[config.mk]
export PLATFORM = sky130hd
export DESIGN_NAME = tccp_timer
export DESIGN_NICKNAME = d
export VERILOG_FILES = /design/src/inc/tccp_pkg.sv /design/src/tccp_channel.sv /design/src/tccp_deadtime.sv /design/src/tccp_timer.sv
export VERILOG_INCLUDE_DIRS = /design/src /design/src/inc
export SDC_FILE = /design/constraint.sdc
export NUM_CORES = 1
export LEC_CHECK = 0
export ABC_AREA = 0
export BUFFER_PORTS_ARGS = -buffer_cell sky130_fd_sc_hd__buf_4
export CAP_MARGIN = 20
export CORE_MARGIN = 2
export CORE_UTILIZATION = 55
export DETAILED_ROUTE_END_ITERATION = 8
export PLACE_DENSITY = 0.77
export SLEW_MARGIN = 20
export SYNTH_ARGS = -nofsm -noshare
export SYNTH_HDL_FRONTEND = slang
export SYNTH_SLANG_ARGS = --single-unit
[constraint.sdc]
create_clock -name CORE_CLK -period 2 [get_ports CORE_CLK]
set_input_delay 0.1 -clock CORE_CLK [delete_from_list [all_inputs] [get_ports CORE_CLK]]
set_output_delay 0.1 -clock CORE_CLK [all_outputs]
set_load 0.01 [all_outputs]
[src/inc/tccp_defs.svh]
/*
  Register offsets, field positions, reset values for the timer/capture/compare block.
  Assumes inclusion by bare name from the channel and timer modules.
*/
`ifndef TCCP_DEFS_SVH
`define TCCP_DEFS_SVH

`define TCCP_OFF_CTRL     8'h00
`define TCCP_OFF_TOP      8'h04
`define TCCP_OFF_CNT      8'h08
`define TCCP_OFF_STATUS   8'h0c
`define TCCP_OFF_CLEAR    8'h10
`define TCCP_OFF_DTIME    8'h14
`define TCCP_OFF_CHCFG0   8'h20
`define TCCP_OFF_CHVAL0   8'h40
`define TCCP_CH_STRIDE    8'h04

`define TCCP_CTRL_RUN     0
`define TCCP_CTRL_EXTCLK  1
`define TCCP_CTRL_DTEN    2
`define TCCP_CFG_MODE_LO  0
`define TCCP_CFG_EDGE_LO  2
`define TCCP_CFG_INV      4
`define TCCP_STAT_OVF     4

`define TCCP_RST_TOP      16'hffff
`define TCCP_RST_DTIME    8'h00

`endif

[src/inc/tccp_pkg.sv]
/*
  Types for the timer/capture/compare block.
  Assumes tccp_defs.svh is on the include path.
*/
package tccp_pkg;
  // Channel operating mode; all four codes are legal, code 3 selects PWM
  typedef enum logic [1:0] {
    TCCP_MODE_OFF,
    TCCP_MODE_CAPTURE,
    TCCP_MODE_COMPARE,
    TCCP_MODE_PWM
  } tccp_mode_t;

  // Capture edge select
  typedef enum logic [1:0] {
    TCCP_EDGE_RISE,
    TCCP_EDGE_FALL,
    TCCP_EDGE_BOTH,
    TCCP_EDGE_NONE
  } tccp_edge_t;
endpackage

[src/tccp_channel.sv]
/*
  One capture/compare/PWM channel against the shared counter.
  Assumes the counter and wrap strobe come from the parent, same clock.
*/
`include "tccp_defs.svh"
module tccp_channel
  import tccp_pkg::*;
#(
  parameter int CW = 16
) (
  input  wire logic          clk,        // Core clock
  input  wire logic          rst,        // Sync reset
  input  wire logic [1:0]    mode,       // Channel mode
  input  wire logic [1:0]    edge_sel,   // Capture edge select
  input  wire logic          inv,        // Output polarity invert
  input  wire logic [CW-1:0] cnt,        // Shared counter value
  input  wire logic          tick,       // Counter advances this cycle
  input  wire logic          wrap,       // Counter wraps this cycle
  input  wire logic          cap_in,     // Capture input level
  input  wire logic          val_we,     // Software writes threshold
  input  wire logic [CW-1:0] val_wd,     // Threshold write data
  output logic [CW-1:0]      val,        // Threshold or captured value
  output logic               hit,        // Event pulse
  output logic               out         // Channel output level
);
  logic          cap_prev_q;
  logic [CW-1:0] buf_q;
  logic          out_q;
  logic          match;
  logic          cap_ev;

  assign match = tick && (cnt == buf_q);
  // Edge detect on the sampled capture input
  always_comb begin
    unique case (tccp_edge_t'(edge_sel))
      TCCP_EDGE_RISE: cap_ev = cap_in && !cap_prev_q;
      TCCP_EDGE_FALL: cap_ev = !cap_in && cap_prev_q;
      TCCP_EDGE_BOTH: cap_ev = cap_in ^ cap_prev_q;
      TCCP_EDGE_NONE: cap_ev = 1'b0;
    endcase
  end

  always_ff @(posedge clk) begin
    if (rst) cap_prev_q <= 1'b0;
    else cap_prev_q <= cap_in;
  end

  // Buffer: captured count in capture mode, threshold otherwise
  always_ff @(posedge clk) begin
    if (rst) buf_q <= '0;
    else if (mode == TCCP_MODE_CAPTURE && cap_ev) buf_q <= cnt;
    else if (val_we) buf_q <= val_wd;
  end

  // Output: compare toggles on match, PWM sets at wrap, clears at match
  always_ff @(posedge clk) begin
    if (rst) out_q <= 1'b0;
    else begin
      unique case (tccp_mode_t'(mode))
        TCCP_MODE_COMPARE: if (match) out_q <= !out_q;
        TCCP_MODE_PWM: begin
          if (match) out_q <= 1'b0;
          else if (wrap) out_q <= 1'b1;
        end
        default: out_q <= 1'b0;
      endcase
    end
  end

  assign val = buf_q;
  assign out = out_q ^ inv;
  // Event pulse: capture or threshold match
  assign hit = (mode == TCCP_MODE_CAPTURE) ? cap_ev
             : ((mode == TCCP_MODE_COMPARE || mode == TCCP_MODE_PWM) && match);
endmodule

[src/tccp_deadtime.sv]
/*
  Dead-time inserter: splits one PWM level into a complementary pair
  with a programmable gap. Assumes same clock as the parent.
*/
module tccp_deadtime #(
  parameter int DW = 8
) (
  input  wire logic          clk,     // Core clock
  input  wire logic          rst,     // Sync reset
  input  wire logic          en,      // Insertion enabled
  input  wire logic [DW-1:0] gap,     // Dead time in clocks
  input  wire logic          pwm,     // Raw PWM level
  output logic               hi,      // High-side drive
  output logic               lo       // Low-side drive
);
  logic          last_q;
  logic [DW-1:0] cnt_q;

  // Restart the gap at every edge of the raw level
  always_ff @(posedge clk) begin
    if (rst) begin
      last_q <= 1'b0;
      cnt_q  <= '0;
    end else begin
      last_q <= pwm;
      if (pwm != last_q) cnt_q <= gap;
      else if (cnt_q != '0) cnt_q <= cnt_q - 1'b1;
    end
  end

  // Both sides low while the gap runs, so they never overlap
  assign hi = en ? (pwm && pwm == last_q && cnt_q == '0) : pwm;
  assign lo = en ? (!pwm && pwm == last_q && cnt_q == '0) : !pwm;
endmodule

[src/tccp_timer.sv]
/*
  Timer/counter with capture, compare and PWM channels, Wishbone slave.
  Assumes a classic Wishbone master on CORE_CLK; inputs synchronous.
*/
// Contract
// - Counter core is sixteen bits wide.
// - Up to four channels, all compared against the shared counter.
// - Each channel is set to capture, compare or PWM mode.
// - Capture copies the counter into the channel buffer on input event.
// - Compare drives output from counter versus programmed threshold.
// - PWM waveform follows successive values written to compare registers.
// - Dead-time insertion only in the first timer unit.
// - Count events and emit timing events onto the reflex network.
`include "tccp_defs.svh"
module tccp_timer
  import tccp_pkg::*;
#(
  parameter int  CW     = 16,
  parameter int  NCH    = 4,
  parameter bit  HAS_DT = 1'b1,
  parameter int  DW     = 8
) (
  input  wire logic           CORE_CLK,        // Core clock, 40 MHz
  input  wire logic           SYS_RST,         // Sync reset, active high
  input  wire logic           WB_CYC_I,        // Bus cycle
  input  wire logic           WB_STB_I,        // Bus strobe
  input  wire logic           WB_WE_I,         // Write enable
  input  wire logic [7:0]     WB_ADR_I,        // Byte address
  input  wire logic [3:0]     WB_SEL_I,        // Byte lanes
  input  wire logic [31:0]    WB_DAT_I,        // Write data
  output logic [31:0]         WB_DAT_O,        // Read data
  output logic                WB_ACK_O,        // Acknowledge
  input  wire logic           EXT_TICK,        // External count event
  input  wire logic [NCH-1:0] CAP_IN,          // Capture inputs
  output logic [NCH-1:0]      CH_OUT,          // Channel outputs
  output logic [NCH-1:0]      CH_OUT_N,        // Complementary outputs
  output logic [NCH-1:0]      REFLEX_SIGNAL_NETWORK_CH, // Channel events
  output logic                REFLEX_SIGNAL_NETWORK_OVF // Overflow event
);
  logic                    run_q, extclk_q, dten_q;
  logic [CW-1:0]           top_q;
  logic [CW-1:0]           cnt_q;
  logic [DW-1:0]           dtime_q;
  logic [NCH-1:0]          flag_q;
  logic                    ovf_q;
  logic [1:0]              mode_q  [NCH];
  logic [1:0]              edge_q  [NCH];
  logic [NCH-1:0]          inv_q;
  logic [CW-1:0]           ch_val  [NCH];
  logic [NCH-1:0]          ch_hit, ch_out, dt_hi, dt_lo, val_we;
  logic                    tick, wrap, wr, rd;
  logic                    ext_prev_q;
  logic [31:0]             rdata;
  logic [31:0]             wmask;

  // Byte-lane mask from SEL
  function automatic logic [31:0] lane_mask(input logic [3:0] sel);
    return {{8{sel[3]}}, {8{sel[2]}}, {8{sel[1]}}, {8{sel[0]}}};
  endfunction

  // Channel index of an address inside a per-channel window, or NCH
  function automatic int ch_index(input logic [7:0] adr, input logic [7:0] base);
    int idx;
    idx = NCH;
    for (int i = 0; i < NCH; i++)
      if (adr == base + 8'(i * 4)) idx = i;
    return idx;
  endfunction

  assign wr    = WB_CYC_I && WB_STB_I && WB_WE_I && !WB_ACK_O;
  assign rd    = WB_CYC_I && WB_STB_I && !WB_WE_I && !WB_ACK_O;
  assign wmask = lane_mask(WB_SEL_I);

  // Count tick: free running or rising edge of the external event
  assign tick = run_q && (extclk_q ? (EXT_TICK && !ext_prev_q) : 1'b1);
  assign wrap = tick && (cnt_q == top_q);

  always_ff @(posedge CORE_CLK) begin
    if (SYS_RST) ext_prev_q <= 1'b0;
    else ext_prev_q <= EXT_TICK;
  end

  // Counter; a software write to the count wins over a tick
  always_ff @(posedge CORE_CLK) begin
    if (SYS_RST) cnt_q <= '0;
    else if (wr && WB_ADR_I == `TCCP_OFF_CNT)
      cnt_q <= (cnt_q & ~wmask[CW-1:0]) | (WB_DAT_I[CW-1:0] & wmask[CW-1:0]);
    else if (wrap) cnt_q <= '0;
    else if (tick) cnt_q <= cnt_q + 1'b1;
  end

  // Control, top and dead-time registers
  always_ff @(posedge CORE_CLK) begin
    if (SYS_RST) begin
      run_q    <= 1'b0;
      extclk_q <= 1'b0;
      dten_q   <= 1'b0;
      top_q    <= `TCCP_RST_TOP;
      dtime_q  <= `TCCP_RST_DTIME;
    end else if (wr) begin
      if (WB_ADR_I == `TCCP_OFF_CTRL && WB_SEL_I[0]) begin
        run_q    <= WB_DAT_I[`TCCP_CTRL_RUN];
        extclk_q <= WB_DAT_I[`TCCP_CTRL_EXTCLK];
        dten_q   <= HAS_DT && WB_DAT_I[`TCCP_CTRL_DTEN];
      end
      if (WB_ADR_I == `TCCP_OFF_TOP)
        top_q <= (top_q & ~wmask[CW-1:0]) | (WB_DAT_I[CW-1:0] & wmask[CW-1:0]);
      if (WB_ADR_I == `TCCP_OFF_DTIME && WB_SEL_I[0])
        dtime_q <= WB_DAT_I[DW-1:0];
    end
  end

  // Per-channel configuration
  always_ff @(posedge CORE_CLK) begin
    if (SYS_RST) begin
      for (int i = 0; i < NCH; i++) begin
        mode_q[i] <= TCCP_MODE_OFF;
        edge_q[i] <= TCCP_EDGE_RISE;
      end
      inv_q <= '0;
    end else if (wr && WB_SEL_I[0] && ch_index(WB_ADR_I, `TCCP_OFF_CHCFG0) < NCH) begin
      mode_q[ch_index(WB_ADR_I, `TCCP_OFF_CHCFG0)] <= WB_DAT_I[`TCCP_CFG_MODE_LO +: 2];
      edge_q[ch_index(WB_ADR_I, `TCCP_OFF_CHCFG0)] <= WB_DAT_I[`TCCP_CFG_EDGE_LO +: 2];
      inv_q[ch_index(WB_ADR_I, `TCCP_OFF_CHCFG0)]  <= WB_DAT_I[`TCCP_CFG_INV];
    end
  end

  // Threshold write strobes; whole-word write only for simplicity
  always_comb begin
    val_we = '0;
    for (int i = 0; i < NCH; i++)
      val_we[i] = wr && (WB_ADR_I == `TCCP_OFF_CHVAL0 + 8'(i * 4));
  end

  // Sticky flags: hardware set wins over a clear in the same cycle
  always_ff @(posedge CORE_CLK) begin
    if (SYS_RST) begin
      flag_q <= '0;
      ovf_q  <= 1'b0;
    end else begin
      if (wr && WB_ADR_I == `TCCP_OFF_CLEAR && WB_SEL_I[0]) begin
        flag_q <= (flag_q & ~WB_DAT_I[NCH-1:0]) | ch_hit;
        ovf_q  <= (ovf_q & ~WB_DAT_I[`TCCP_STAT_OVF]) | wrap;
      end else begin
        flag_q <= flag_q | ch_hit;
        ovf_q  <= ovf_q | wrap;
      end
    end
  end

  // Channels against the shared counter
  for (genvar g = 0; g < NCH; g++) begin : g_ch
    tccp_channel #(.CW(CW)) u_ch (
      .clk      (CORE_CLK),
      .rst      (SYS_RST),
      .mode     (mode_q[g]),
      .edge_sel (edge_q[g]),
      .inv      (inv_q[g]),
      .cnt      (cnt_q),
      .tick     (tick),
      .wrap     (wrap),
      .cap_in   (CAP_IN[g]),
      .val_we   (val_we[g]),
      .val_wd   (WB_DAT_I[CW-1:0]),
      .val      (ch_val[g]),
      .hit      (ch_hit[g]),
      .out      (ch_out[g])
    );
    if (HAS_DT) begin : g_dt
      tccp_deadtime #(.DW(DW)) u_dt (
        .clk (CORE_CLK),
        .rst (SYS_RST),
        .en  (dten_q && mode_q[g] == TCCP_MODE_PWM),
        .gap (dtime_q),
        .pwm (ch_out[g]),
        .hi  (dt_hi[g]),
        .lo  (dt_lo[g])
      );
    end else begin : g_nodt
      assign dt_hi[g] = ch_out[g];
      assign dt_lo[g] = !ch_out[g];
    end
  end

  // Registered pin and reflex outputs
  always_ff @(posedge CORE_CLK) begin
    if (SYS_RST) begin
      CH_OUT                    <= '0;
      CH_OUT_N                  <= '0;
      REFLEX_SIGNAL_NETWORK_CH  <= '0;
      REFLEX_SIGNAL_NETWORK_OVF <= 1'b0;
    end else begin
      CH_OUT                    <= dt_hi;
      CH_OUT_N                  <= dt_lo;
      REFLEX_SIGNAL_NETWORK_CH  <= ch_hit;
      REFLEX_SIGNAL_NETWORK_OVF <= wrap;
    end
  end

  // Read decode; unmapped reads return zero
  always_comb begin
    rdata = '0;
    unique case (WB_ADR_I)
      `TCCP_OFF_CTRL:   rdata = {29'h0, dten_q, extclk_q, run_q};
      `TCCP_OFF_TOP:    rdata = {16'h0, top_q};
      `TCCP_OFF_CNT:    rdata = {16'h0, cnt_q};
      `TCCP_OFF_STATUS: rdata = {27'h0, ovf_q, flag_q};
      `TCCP_OFF_DTIME:  rdata = {24'h0, dtime_q};
      default: begin
        for (int i = 0; i < NCH; i++) begin
          if (WB_ADR_I == `TCCP_OFF_CHCFG0 + 8'(i * 4))
            rdata = {27'h0, inv_q[i], edge_q[i], mode_q[i]};
          if (WB_ADR_I == `TCCP_OFF_CHVAL0 + 8'(i * 4))
            rdata = {16'h0, ch_val[i]};
        end
      end
    endcase
  end

  // One-cycle ack per request; released cycle before next request
  always_ff @(posedge CORE_CLK) begin
    if (SYS_RST) begin
      WB_ACK_O <= 1'b0;
      WB_DAT_O <= '0;
    end else begin
      WB_ACK_O <= wr || rd;
      if (rd) WB_DAT_O <= rdata;
    end
  end
endmodule

== Word-level counts from Yosys, hierarchy flattened ==
Memory sizes are Yosys's and may differ from the RTL's.
Index checks and enable logic that the tools add are counted.
Cells by class
  add/subtract/negate cells: 5
  $lt $le $gt $ge: 3
  equal/unequal tests: 58
  multiplexer cells: 81
  bitwise operators: 22
  reductions and logical operators: 115
Operators with widths (number)
  $mux W32: 13
  $mux W16: 11
  $pmux W32 S5: 1
  $eq A16 B16 Y1: 5
  $lt A32 B4 Y1 const B: 2
  $mux W8: 8
  $logic_and A1 B1 Y1: 60
  $and A16 B16 Y16: 3
  $logic_not A8 Y1: 5
  $eq A2 B2 Y1 const B: 16
  $eq A8 B6 Y1 const B: 4
  $eq A8 B7 Y1 const B: 4
  $ge A32 B1 Y1 const B: 1
  $or A16 B16 Y16: 2
  $reduce_bool A8 Y1: 4
  $sub A8 B1 Y8 const B: 4
  $mux W1: 31
  $logic_not A1 Y1: 19
  $add A16 B1 Y16 const B: 1
  $eq A2 B1 Y1 const B: 8
  $eq A8 B4 Y1 const B: 2
  $eq A8 B5 Y1 const B: 2
  $not A16 Y16: 1
  $pmux W1 S4: 4
  other kinds (25): 73
Word-level totals
  flip-flop bits (word level): 207
  bits in writable memories: 16
  input port bits: 54
  output and inout bits: 46
  word-level logic and storage cells: 322
  memories: 2
Memories
  edge_q: words 4, bits a word 2, read ports 4, clocked after Yosys merged registers in 0, write ports 4, line tccp_timer.sv:47  | logic [1:0] edge_q [NCH];
  mode_q: words 4, bits a word 2, read ports 4, clocked after Yosys merged registers in 0, write ports 4, line tccp_timer.sv:46  | logic [1:0] mode_q [NCH];

== Depth between registers and ports, before layout ==
Gate-level depths: netlist (run 1).
  depth after elaboration: 15
  gate-level depth with buffers: 10
  depth with buffers taken out: 8

== Hierarchy ==
From an unflattened synthesis (run 1), not the netlist that was laid out.
Second synthesis, totals
  cells, all modules: 1384
  area, all modules: 12046.6 um^2
Modules (own cells, without submodules)
  tccp_timer: times used 1, cells an instance 660, area an instance 5680.4 um^2, sequential area each 2142.1 um^2
  tccp_channel: times used 4, cells an instance 113, area an instance 1029.7 um^2, sequential area each 360.3 um^2
  tccp_deadtime: times used 4, cells an instance 68, area an instance 561.8 um^2, sequential area each 180.2 um^2

== Least setup slack after synthesis (run 1) ==
OpenSTA, ideal clock, no wires.
  path type: reg2reg
  start: register WB_ACK_O
  end: memory edge_q[0][0], enable pin
  setup time: 362 ps
  arrival: 1635 ps
  data required time: 1638 ps
  path slack: 3 ps
  cell stages (with the launch flop): 6
  path buffers: 1
  clock period less this slack: 1997 ps
  cells stage by stage: dfxtp_1 -> and4b_1 -> clkbuf_1 -> and2_0 -> nand3_1 -> o21ai_0
RTL lines
  start, declared: line tccp_timer.sv:32  | output logic WB_ACK_O,
  start signal, assigned: line tccp_timer.sv:226  | WB_ACK_O <= wr || rd;
  end, declared: line tccp_timer.sv:47

==> qor.yml, run 1 <==
status:
  status: "finished clean"
pwr:
  leakage_uw: 0.00597
  power_density_nw_per_um2: 901
  power_frac_comb: 0.252
  clock_power_share: 0.363
  swShare: 0.301
  seqPwrFrac: 0.386
  power_switching_uw: 3870
  internal-power_uw: 8970
  peakVddDrop_mv: 0.534
synthesis:
  ys_types: 71
  synthMuxAreaShare: 0.104
  ys.flop_type: "dfxtp_1"
  avgSynthCellArea_sq_um: 8.38
  netlist_area_sq_um: 11900
  yosys.area.top_type_share: 0.322
  ys_seq_area_frac: 0.363
  async_flop_share: 0
  synthCells: 1415
  synth_top_family_by_area: "simple AND/OR/NAND/NOR gates"
  synthSimpleGateAreaFrac: 0.204
  synth-xor-area-share: 0.0805
  synth_area_leader_cell: "dfxtp_1"
  synth-compound-area-share: 0.157
  synthAdderAreaFrac: 0.0264
  synth-edff-count: 16
  yosys_warnings: 0
  synth_area_leaders: "dfxtp_1 (32%), mux2i_1 (9.3%), nor2_1 (7.0%)"
  synth-seq-cells: 207
cts:
  clk_latency_ns: 0.53
  ctsRootBufferMaster: "clkbuf_16"
  tritoncts: "done"
  htree_levels: 1
  cts_buffer_depth: 3
  cts_made_buffers: 24
  clk_pin_slew_ns: 0.06
  cts.sinks: 207
global_route:
  grt_pass1_wl_um: 57100
  antenna_found_initial: 0
  grt_pass1_vias: 10500
  grt_max_degree: 63
  grt-ovfl-total: 0
  track_usage: 0.322
routing:
  vias_per_cell: 6.21
  drt-initial-drc-count: 1481
  routed_wl_um: 37300
  firstDrtPassIters: 6
  vias: 11200
  ant_nets: 0
  drc: 0
  wl_per_cell_um: 20.6
die:
  core_sq_um: 21100
  die_w_um: 151
  row_count: 53
  die_h_um: 151
  fp.dieArea_sq_um: 22800
  floorplan.initialDensity: 0.562
  ios: 100
sta:
  post-route-min-period_ns: 1.97
  clock_skew_ns: 0.0152
  final-setup-viol-count: 0
  slew-limit-headroom: 0.587
  hold_viol: 0
  maxSlewViolCount: 0
  setup_ws_ns: 0.0332
  finalCritPeriodShare: 0.983
  tightest_slew_ns: 0.604
  max_freq_ghz: 0.508
finish:
  n_antenna_cell: 0
  layout.nets: 1597
  fillers: 1707
  drive_above_1_share: 0.170
  area_delta_synth_final_pct: 20.2
  final_cells: 1809
placement:
  portBuffers: 65
  dp_slack_ns: -0.0473
  dpl.hpwl_um: 26300
  place_congestion: 0.979
  dp_cells: 1741
setup_path:
  required_ns: 2.44
  path_cells: "xor2_1, nor4_2, nand3_1, nor4_1, buf_4, a21oi_1, a21oi_1"
  cp_slowest_cell: "dfxtp_2"
  worst-setup-path-type: "flop to flop"
  critPathMaxStageDelay_ns: 0.48
  crit_fanout: 8
  cpMostUsedCell: "a21oi_1"
  cp.arrival_ns: 2.41
  endpoint_kind: "flop"
  cp-start-kind: "flop"
min_path:
  hp-class: "input pin to flop"
flow_run:
  max_cap_viol_count: 0
==> worst max-delay path, delay by kind of cell (launching register included) <==
kind / cells / cell delay (ns)
compound gates: 2 / 0.28
flops: 1 / 0.48
buf+inv: 1 / 0.19
xor+xnor: 1 / 0.13
simple gates: 3 / 0.80
==> area by class of cell <==
| cell class | instances | area [sq um] | share of cell area |
|---|---|---|---|
| clock inverters | 9 | 123 | 0.00860 |
| inverters | 47 | 176 | 0.0124 |
| multi-input cells | 1053 | 6970 | 0.489 |
| repair buffers | 185 | 1610 | 0.113 |
| clock buffers | 33 | 716 | 0.0502 |
| flip-flops and latches | 207 | 4320 | 0.303 |
| well taps | 275 | 344 | 0.0241 |
==> cells in the final DEF (no fill, tap or decap), types with 18 or more instances in the layout <==
master and n:
nor2_1 221, dfxtp_1 181, buf_4 148, mux2i_1 110, nand2_1 101, a21oi_1 72
xor2_1 68, a211oi_1 65, nand3_1 53, inv_1 46, o21ai_0 43, xnor2_1 39
clkbuf_16 25, ha_1 24, dlygate4sd3_1 24, nor3_1 19, nor4_1 19, a311oi_1 18
==> final timing paths <==
kind                     from           to  slack (ns)  cells past startpoint
hold / removal    WB_ADR_I[7]  WB_DAT_O[1]        0.06                      4
setup / recovery         flop    flag_q[1]        0.03                      7
hold reg to reg     flag_q[2]    flag_q[2]        0.47                      2
setup reg to reg         flop    flag_q[1]        0.03                      7
==> through the flow <==
step / utilization / total power (uW) / TNS, ns / area (sq um) / hold slack [ns]
floorplan: - / 7350 / 0 / 11900 / 0.225
global placement: 0.617 / 7980 / 0 / 13000 / 0.332
detailed placement: 0.617 / 8110 / -0.227 / 13000 / 0.344
CTS: 0.669 / 12800 / 0 / 14100 / 0.0339
global route: 0.676 / 13400 / -0.0749 / 14300 / 0.0651
finish: 0.676 / 12800 / 0 / 14300 / 0.0606
==> power by group through the flow <==
stage | Clock [uW] | Sequential (uW) | Combinational [uW]
5_1_grt | 4820 | 5000 | 3600
3_3_place_gp | 0 | 4990 | 2990
6_report | 4660 | 4950 | 3230
4_1_cts | 4690 | 4930 | 3160
2_1_floorplan | 0 | 4910 | 2440
3_5_place_dp | 0 | 5010 | 3100
==> repair_timing <==
action                                  4_1_cts  5_1_grt
resized for setup                             4       39
buffers inserted                              0        2
endpoints found under the hold margin        80        0
hold buffers                                 24        0
endpoints found under the setup margin        8       74
pin swaps                                     0        3
==> synth_stat cells (14+ instances only) <==
| cell | instances |
|---|---|
| nor4_1 | 27 |
| clkbuf_1 | 57 |
| a311oi_1 | 18 |
| nand2_1 | 105 |
| nor2_1 | 222 |
| a22oi_1 | 14 |
| mux2i_1 | 110 |
| o21ai_0 | 44 |
| o22ai_1 | 16 |
| buf_2 | 40 |
| xnor2_1 | 41 |
| a21oi_1 | 72 |
| ha_1 | 25 |
| edfxtp_1 | 16 |
| dfxtp_1 | 191 |
| buf_4 | 19 |
| a211oi_1 | 66 |
| nor3_1 | 20 |
| inv_1 | 46 |
| xor2_1 | 68 |
| nand3_1 | 55 |
==> per-layer routing <==
metal / vias up / GRT usage / share of wire
li1: 5186 / - / -
met1: 5290 / 0.432 / 0.40
met2: 639 / 0.503 / 0.45
met3: 120 / 0.0738 / 0.11
met4: 0 / 0.131 / 0.038
met5: - / 0 / 0
==> logic make-up after synthesis <==
logic type / after synthesis
DFF: 207
and+or+nand+nor: 506
buffers and inverters: 170
xor gates and xnor gates: 109
other: 1
muxes: 116
adders and majority gates: 25
AOI/OAI and AO/OA: 281
Note: power is estimated with default switching activity, not from simulation.
==> inputs of run 2 (changes only) <==
Settings changed: PLACE_DENSITY 0.77 to unset, PLACE_DENSITY_LB_ADDON set to 0.08, TNS_END_PERCENT set to 5.
==> qor.yml, run 2 (same netlist as run 1, synthesis figures left out) <==
global_route:
  grt_max_degree: 62  # was 63
  grt_pass1_vias: 10400  # was 10500
  track_usage: 0.341  # was 0.322
  grt_pass1_wl_um: 59000  # was 57100 um
  grt-ovfl-total: 0  # unchanged
  antenna_found_initial: 0  # unchanged
pwr:
  internal-power_uw: 9140  # was 8970 uW
  power_switching_uw: 3910  # was 3870 uW
  clock_power_share: 0.373  # was 0.363
  power_frac_comb: 0.250  # was 0.252
  peakVddDrop_mv: 0.734  # was 0.534 mV
  swShare: 0.300  # was 0.301
  seqPwrFrac: 0.377  # was 0.386
  total_power_uw: 13100  # was 12800 uW
  leakage_uw: 0.00612  # was 0.00597 uW
  power_density_nw_per_um2: 900  # was 901 nW/um^2
setup_path:
  endpoint_kind: "flop"  # unchanged
  r2r_slack_ns: 0.07  # was 0.03 ns
  worst-setup-path-type: "flop to flop"  # unchanged
  required_ns: 2.46  # was 2.44 ns
  critPathMaxStageDelay_ns: 0.34  # was 0.48 ns
  cp.arrival_ns: 2.39  # was 2.41 ns
  cp_slowest_cell: "nor4_2"  # was dfxtp_2
  path_cells: "buf_4, xor2_1, nor4_2, nand3_1, nor4_1, buf_4, a21oi_1, a21oi_1"  # was xor2_1, nor4_2, nand3_1, nor4_1, buf_4, a21oi_1, a21oi_1
  crit_fanout: 6  # was 8
  cp-start-kind: "flop"  # unchanged
  r2r_end: "flag_q[0]"  # was flag_q[1]
  crit_end: "flag_q[0]"  # was flag_q[1]
  reg2reg_depth: 8  # was 7
routing:
  routed_wl_um: 38800  # was 37300 um
  drc: 0  # unchanged
  drt-initial-drc-count: 1053  # was 1481
  vias_per_cell: 6.01  # was 6.21
  vias: 11100  # was 11200
  firstDrtPassIters: 5  # was 6
  wl_per_cell_um: 21.0  # was 20.6 um
  ant_nets: 0  # unchanged
cts:
  tritoncts: "done"  # unchanged
  cts.sinks: 207  # unchanged
  htree_levels: 1  # unchanged
  cts_made_buffers: 24  # unchanged
  ctsRootBufferMaster: "clkbuf_16"  # unchanged
  clk_pin_slew_ns: 0.06  # about the same
  cts_buffer_depth: 3  # unchanged
  clk_latency_ns: 0.53  # about the same
placement:
  dpl.hpwl_um: 28200  # was 26300 um
  portBuffers: 65  # unchanged
  dpl-instance-area_sq_um: 13300  # was 13000 sq um
  place_congestion: 0.961  # was 0.979
die:
  row_count: 53  # unchanged
  die_w_um: 151  # unchanged
  floorplan.initialDensity: 0.562  # unchanged
  ios: 100  # unchanged
  fp.dieArea_sq_um: 22800  # unchanged
  core_sq_um: 21100  # unchanged
  die_h_um: 151  # unchanged
status:
  status: "finished clean"  # unchanged
min_path:
  hp-class: "input pin to flop"  # unchanged
  holdPathStages: 5  # was 4
sta:
  grt_setup_unrepaired: "true"
  maxSlewViolCount: 0  # unchanged
  final-setup-viol-count: 0  # unchanged
  hold_slack_ns: 0.0471  # was 0.0606 ns
  tightest_slew_ns: 0.728  # was 0.604 ns
  max_freq_ghz: 0.519  # was 0.508 GHz
  slew-limit-headroom: 0.510  # was 0.587
  hold_viol: 0  # unchanged
  post-route-min-period_ns: 1.93  # was 1.97 ns
  finalCritPeriodShare: 0.964  # was 0.983
  clock_skew_ns: 0.00947  # was 0.0152 ns
finish:
  fillers: 1735  # was 1707
  fin_util: 0.688  # was 0.676
  area_delta_synth_final_pct: 22.3  # was 20.2%
  drive_above_1_share: 0.179  # was 0.170
  layout.nets: 1630  # was 1597
  final_cell_mix: "nor2_1 (221), dfxtp_1 (187), buf_4 (179)"  # was nor2_1 (221), dfxtp_1 (181), buf_4 (148)
  seqCellArea_sq_um: 4310  # was 4320 sq um
  n_antenna_cell: 0  # unchanged
  final_common_cell: "nor2_1"  # unchanged
  multi_input_area_sq_um: 6920  # was 6970 sq um
  fin_area_sq_um: 14500  # was 14300 sq um
flow_run:
  max_cap_viol_count: 0  # unchanged
## run 2: repair_timing
action | 4_1_cts | 5_1_grt
hold endpoints to repair | 97 | 0
hold buffers | 24 | 0
pin swaps | 0 | 3
setup endpoints to repair | 7 | 72
gates cloned | 0 | 0
gates resized for setup | 2 | 21
setup buffers | 0 | 0
## run 2: layout make-up
cell class,instances,area share
clock buffer,34,0.0496
clock inverter,10,0.0111
inverter,47,0.0122
multi-input combinational,1053,0.477
sequential,207,0.297
tap,275,0.0237
timing repair buffer,218,0.129
## run 2: critical path, delay by kind of cell, from the launching register on
kind / cells / cell delay (ns)
buffers and inverters: 2 / 0.36
XOR/XNOR: 1 / 0.18
flip-flops: 1 / 0.33
AO/OA/AOI/OAI: 2 / 0.26
AND/OR/NAND/NOR: 3 / 0.73
## run 2: how the worst min path moves through the flow
stage	start	end
6_report	WB_WE_I	WB_DAT_O[4]
3_5_place_dp	EXT_TICK	ext_prev_q
3_3_place_gp	EXT_TICK	ext_prev_q
5_1_grt	WB_WE_I	WB_DAT_O[4]
2_1_floorplan	WB_DAT_I[15]	flop
4_1_cts	WB_WE_I	WB_DAT_O[4]
## run 2: routing by layer
metal / share of wire / track usage / vias to the layer above
li1: - / - / 5256
met1: 0.44 / 0.486 / 5265
met2: 0.44 / 0.528 / 477
met3: 0.089 / 0.0614 / 80
met4: 0.028 / 0.101 / 0
met5: 0 / 0 / -
## run 2: power groups by stage
stage | Clock [uW] | Combinational (uW) | Sequential [uW]
2_1_floorplan | 0 | 2440 | 4910
3_3_place_gp | 0 | 3090 | 4990
3_5_place_dp | 0 | 3150 | 5000
4_1_cts | 4920 | 3240 | 4910
5_1_grt | 5060 | 3650 | 4970
6_report | 4870 | 3260 | 4920
## run 2: metrics by stage
step	setup slack, ns	instances	TNS [ns]
2_1_floorplan	0.00347	1430	0
3_3_place_gp	-0.0591	1776	-0.0790
3_5_place_dp	-0.0639	1776	-0.0920
4_1_cts	0.00589	1844	0
5_1_grt	-0.0322	1844	-0.0453
6_report	0.0717	1844	0
==> inputs of run 3 (changes only) <==
Settings changed: SETUP_SLACK_MARGIN set to 0.5.
==> qor.yml, run 3 (same netlist as run 1, synthesis figures left out) <==
min_path:
  holdPathStages: 4  # was 5
  hold_start: "WB_ADR_I[7]"  # was WB_WE_I
  hp-class: "input pin to flop"  # unchanged
  hold_end: "WB_DAT_O[1]"  # was WB_DAT_O[4]
sta:
  clock_skew_ns: 0.0127  # was 0.00947 ns
  maxSlewViolCount: 0  # unchanged
  max_freq_ghz: 0.523  # was 0.519 GHz
  hold_viol: 0  # unchanged
  final-setup-viol-count: 0  # unchanged
  finalCritPeriodShare: 0.955  # was 0.964
  grt_setup_unrepaired: "true"  # unchanged
  slew-limit-headroom: 0.611  # was 0.510
  tightest_slew_ns: 0.583  # was 0.728 ns
  post-route-min-period_ns: 1.91  # was 1.93 ns
routing:
  drt-initial-drc-count: 1525  # was 1053
  drt-met1-wl_um: 16500  # was 17100 um
  routed_wl_um: 40100  # was 38800 um
  met3WireLength_um: 4300  # was 3440 um
  vias_per_cell: 6.12  # was 6.01
  ant_nets: 0  # unchanged
  drc: 0  # unchanged
  wl_met2_um: 18100  # was 17200 um
  firstDrtPassIters: 6  # was 5
  vias: 11400  # was 11100
  top_layer_used: "met4"  # unchanged
  wl_per_cell_um: 21.5  # was 21.0 um
die:
  die_w_um: 151  # unchanged
  floorplan.initialDensity: 0.562  # unchanged
  ios: 100  # unchanged
  die_h_um: 151  # unchanged
  core_sq_um: 21100  # unchanged
  fp.dieArea_sq_um: 22800  # unchanged
  row_count: 53  # unchanged
placement:
  dpl-instance-area_sq_um: 13300  # about the same
  dpl.hpwl_um: 28100  # was 28200 um
  place_congestion: 0.999  # was 0.961
  portBuffers: 65  # unchanged
  dp_cells: 1773  # was 1776
flow_run:
  max_cap_viol_count: 0  # unchanged
setup_path:
  r2r_slack_ns: 0.09  # was 0.07 ns
  required_ns: 2.42  # was 2.46 ns
  endpoint_kind: "flop"  # unchanged
  cp.arrival_ns: 2.33  # was 2.39 ns
  worst-setup-path-type: "flop to flop"  # unchanged
  cp-start-kind: "flop"  # unchanged
  reg2reg_depth: 8  # unchanged
  crit_fanout: 3  # was 6
  r2r_end: "g_ch[3].u_ch.out_q"  # was flag_q[0]
cts:
  cts.sinks: 207  # unchanged
  clk_latency_ns: 0.53  # about the same
  cts_buffer_depth: 3  # unchanged
  ctsRootBufferMaster: "clkbuf_16"  # unchanged
  clk_pin_slew_ns: 0.06  # about the same
  cts_made_buffers: 24  # unchanged
  tritoncts: "done"  # unchanged
  htree_levels: 1  # unchanged
finish:
  n_antenna_cell: 0  # unchanged
  final_common_cell: "nor2_1"  # unchanged
  final_cells: 1867  # was 1844
  final_cell_mix: "nor2_1 (219), buf_4 (187), dfxtp_1 (167)"  # was nor2_1 (221), dfxtp_1 (187), buf_4 (179)
  area_delta_synth_final_pct: 27.7  # was 22.3%
  drive_above_1_share: 0.234  # was 0.179
  fin_area_sq_um: 15100  # was 14500 sq um
  layout.nets: 1653  # was 1630
pwr:
  clock_power_share: 0.337  # was 0.373
  power_frac_comb: 0.291  # was 0.250
  power_density_nw_per_um2: 882  # was 900 nW/um^2
  peakVddDrop_mv: 0.642  # was 0.734 mV
  leakage_uw: 0.00638  # was 0.00612 uW
  seqPwrFrac: 0.372  # was 0.377
  internal-power_uw: 9190  # was 9140 uW
  power_switching_uw: 4150  # was 3910 uW
  swShare: 0.311  # was 0.300
global_route:
  grt_pass1_wl_um: 60000  # was 59000 um
  grt_max_degree: 66  # was 62
  antenna_found_initial: 0  # unchanged
  grt-ovfl-total: 0  # unchanged
  track_usage: 0.342  # was 0.341
  grt_pass1_vias: 10600  # was 10400
status:
  status: "finished clean"  # unchanged
[run 3: what timing repair did]
item                                    CTS  global route
buffers inserted                          7            17
hold buffers                             25             0
gates resized for setup                  75            59
endpoints found under the setup margin  201           204
hold endpoints to repair                 82             0
pin swaps                                26            26
cloned                                    0             1
[run 3: layer usage]
| metal | vias to the layer above | track usage |
|---|---|---|
| li1 | 5299 | - |
| met1 | 5373 | 0.482 |
| met2 | 654 | 0.538 |
| met3 | 100 | 0.0645 |
| met4 | 0 | 0.0921 |
| met5 | - | 0 |
[run 3: power groups by stage]
stage               registers [uW]  logic, uW  clock network [uW]
floorplan                     4910       2460                   0
global placement              4990       3130                   0
detailed placement            5010       3210                   0
CTS                           4930       3420                4510
global route                  5000       4240                4670
finish                        4960       3890                4500
[run 3: worst max-delay path by stage]
stage	start	to	slack (ns)	cells past startpoint
after floorplan	g_ch[1].g_dt.u_dt.cnt_q[0]	g_ch[1].g_dt.u_dt.cnt_q[3]	0.15	9
after global placement	flop	flag_q[2]	-0.10	8
after detailed placement	flop	flag_q[2]	-0.14	8
after CTS	g_ch[3].g_dt.u_dt.cnt_q[5]	g_ch[3].g_dt.u_dt.cnt_q[0]	0.17	6
after global routing	g_ch[2].g_dt.u_dt.cnt_q[2]	CH_OUT_N[2]	0.008	7
final	flop	g_ch[3].u_ch.out_q	0.09	8
[run 3: through the flow]
step           setup WS (ns)  hold WS [ns]  total power [uW]  setup TNS [ns]  utilization
6_report              0.0892        0.0437             13300               0        0.718
5_1_grt              0.00754        0.0485             13900               0        0.718
2_1_floorplan          0.151         0.225              7380               0            -
3_5_place_dp          -0.139         0.333              8210          -0.417        0.631
3_3_place_gp          -0.103         0.321              8120          -0.404        0.631
4_1_cts                0.171        0.0312             12900               0        0.697
[run 3: area by class of cell]
cell class	instances	area (sq um)
timing repair buffer	241	2090
tap	275	344
clock buffer	31	658
multi-input combinational	1053	7380
sequential	207	4350
clock inverter	13	136
inverter	47	179
fill	1649	5950
[run 3: worst max-delay path: stages, from the launching register on]
cell and delay, ns:
dfxtp_4 0.36, buf_6 0.13, xor2_2 0.17, nor4_2 0.30
nand3_1 0.15, nor4_2 0.30, buf_4 0.22, o21ai_2 0.06
o311a_1 0.11
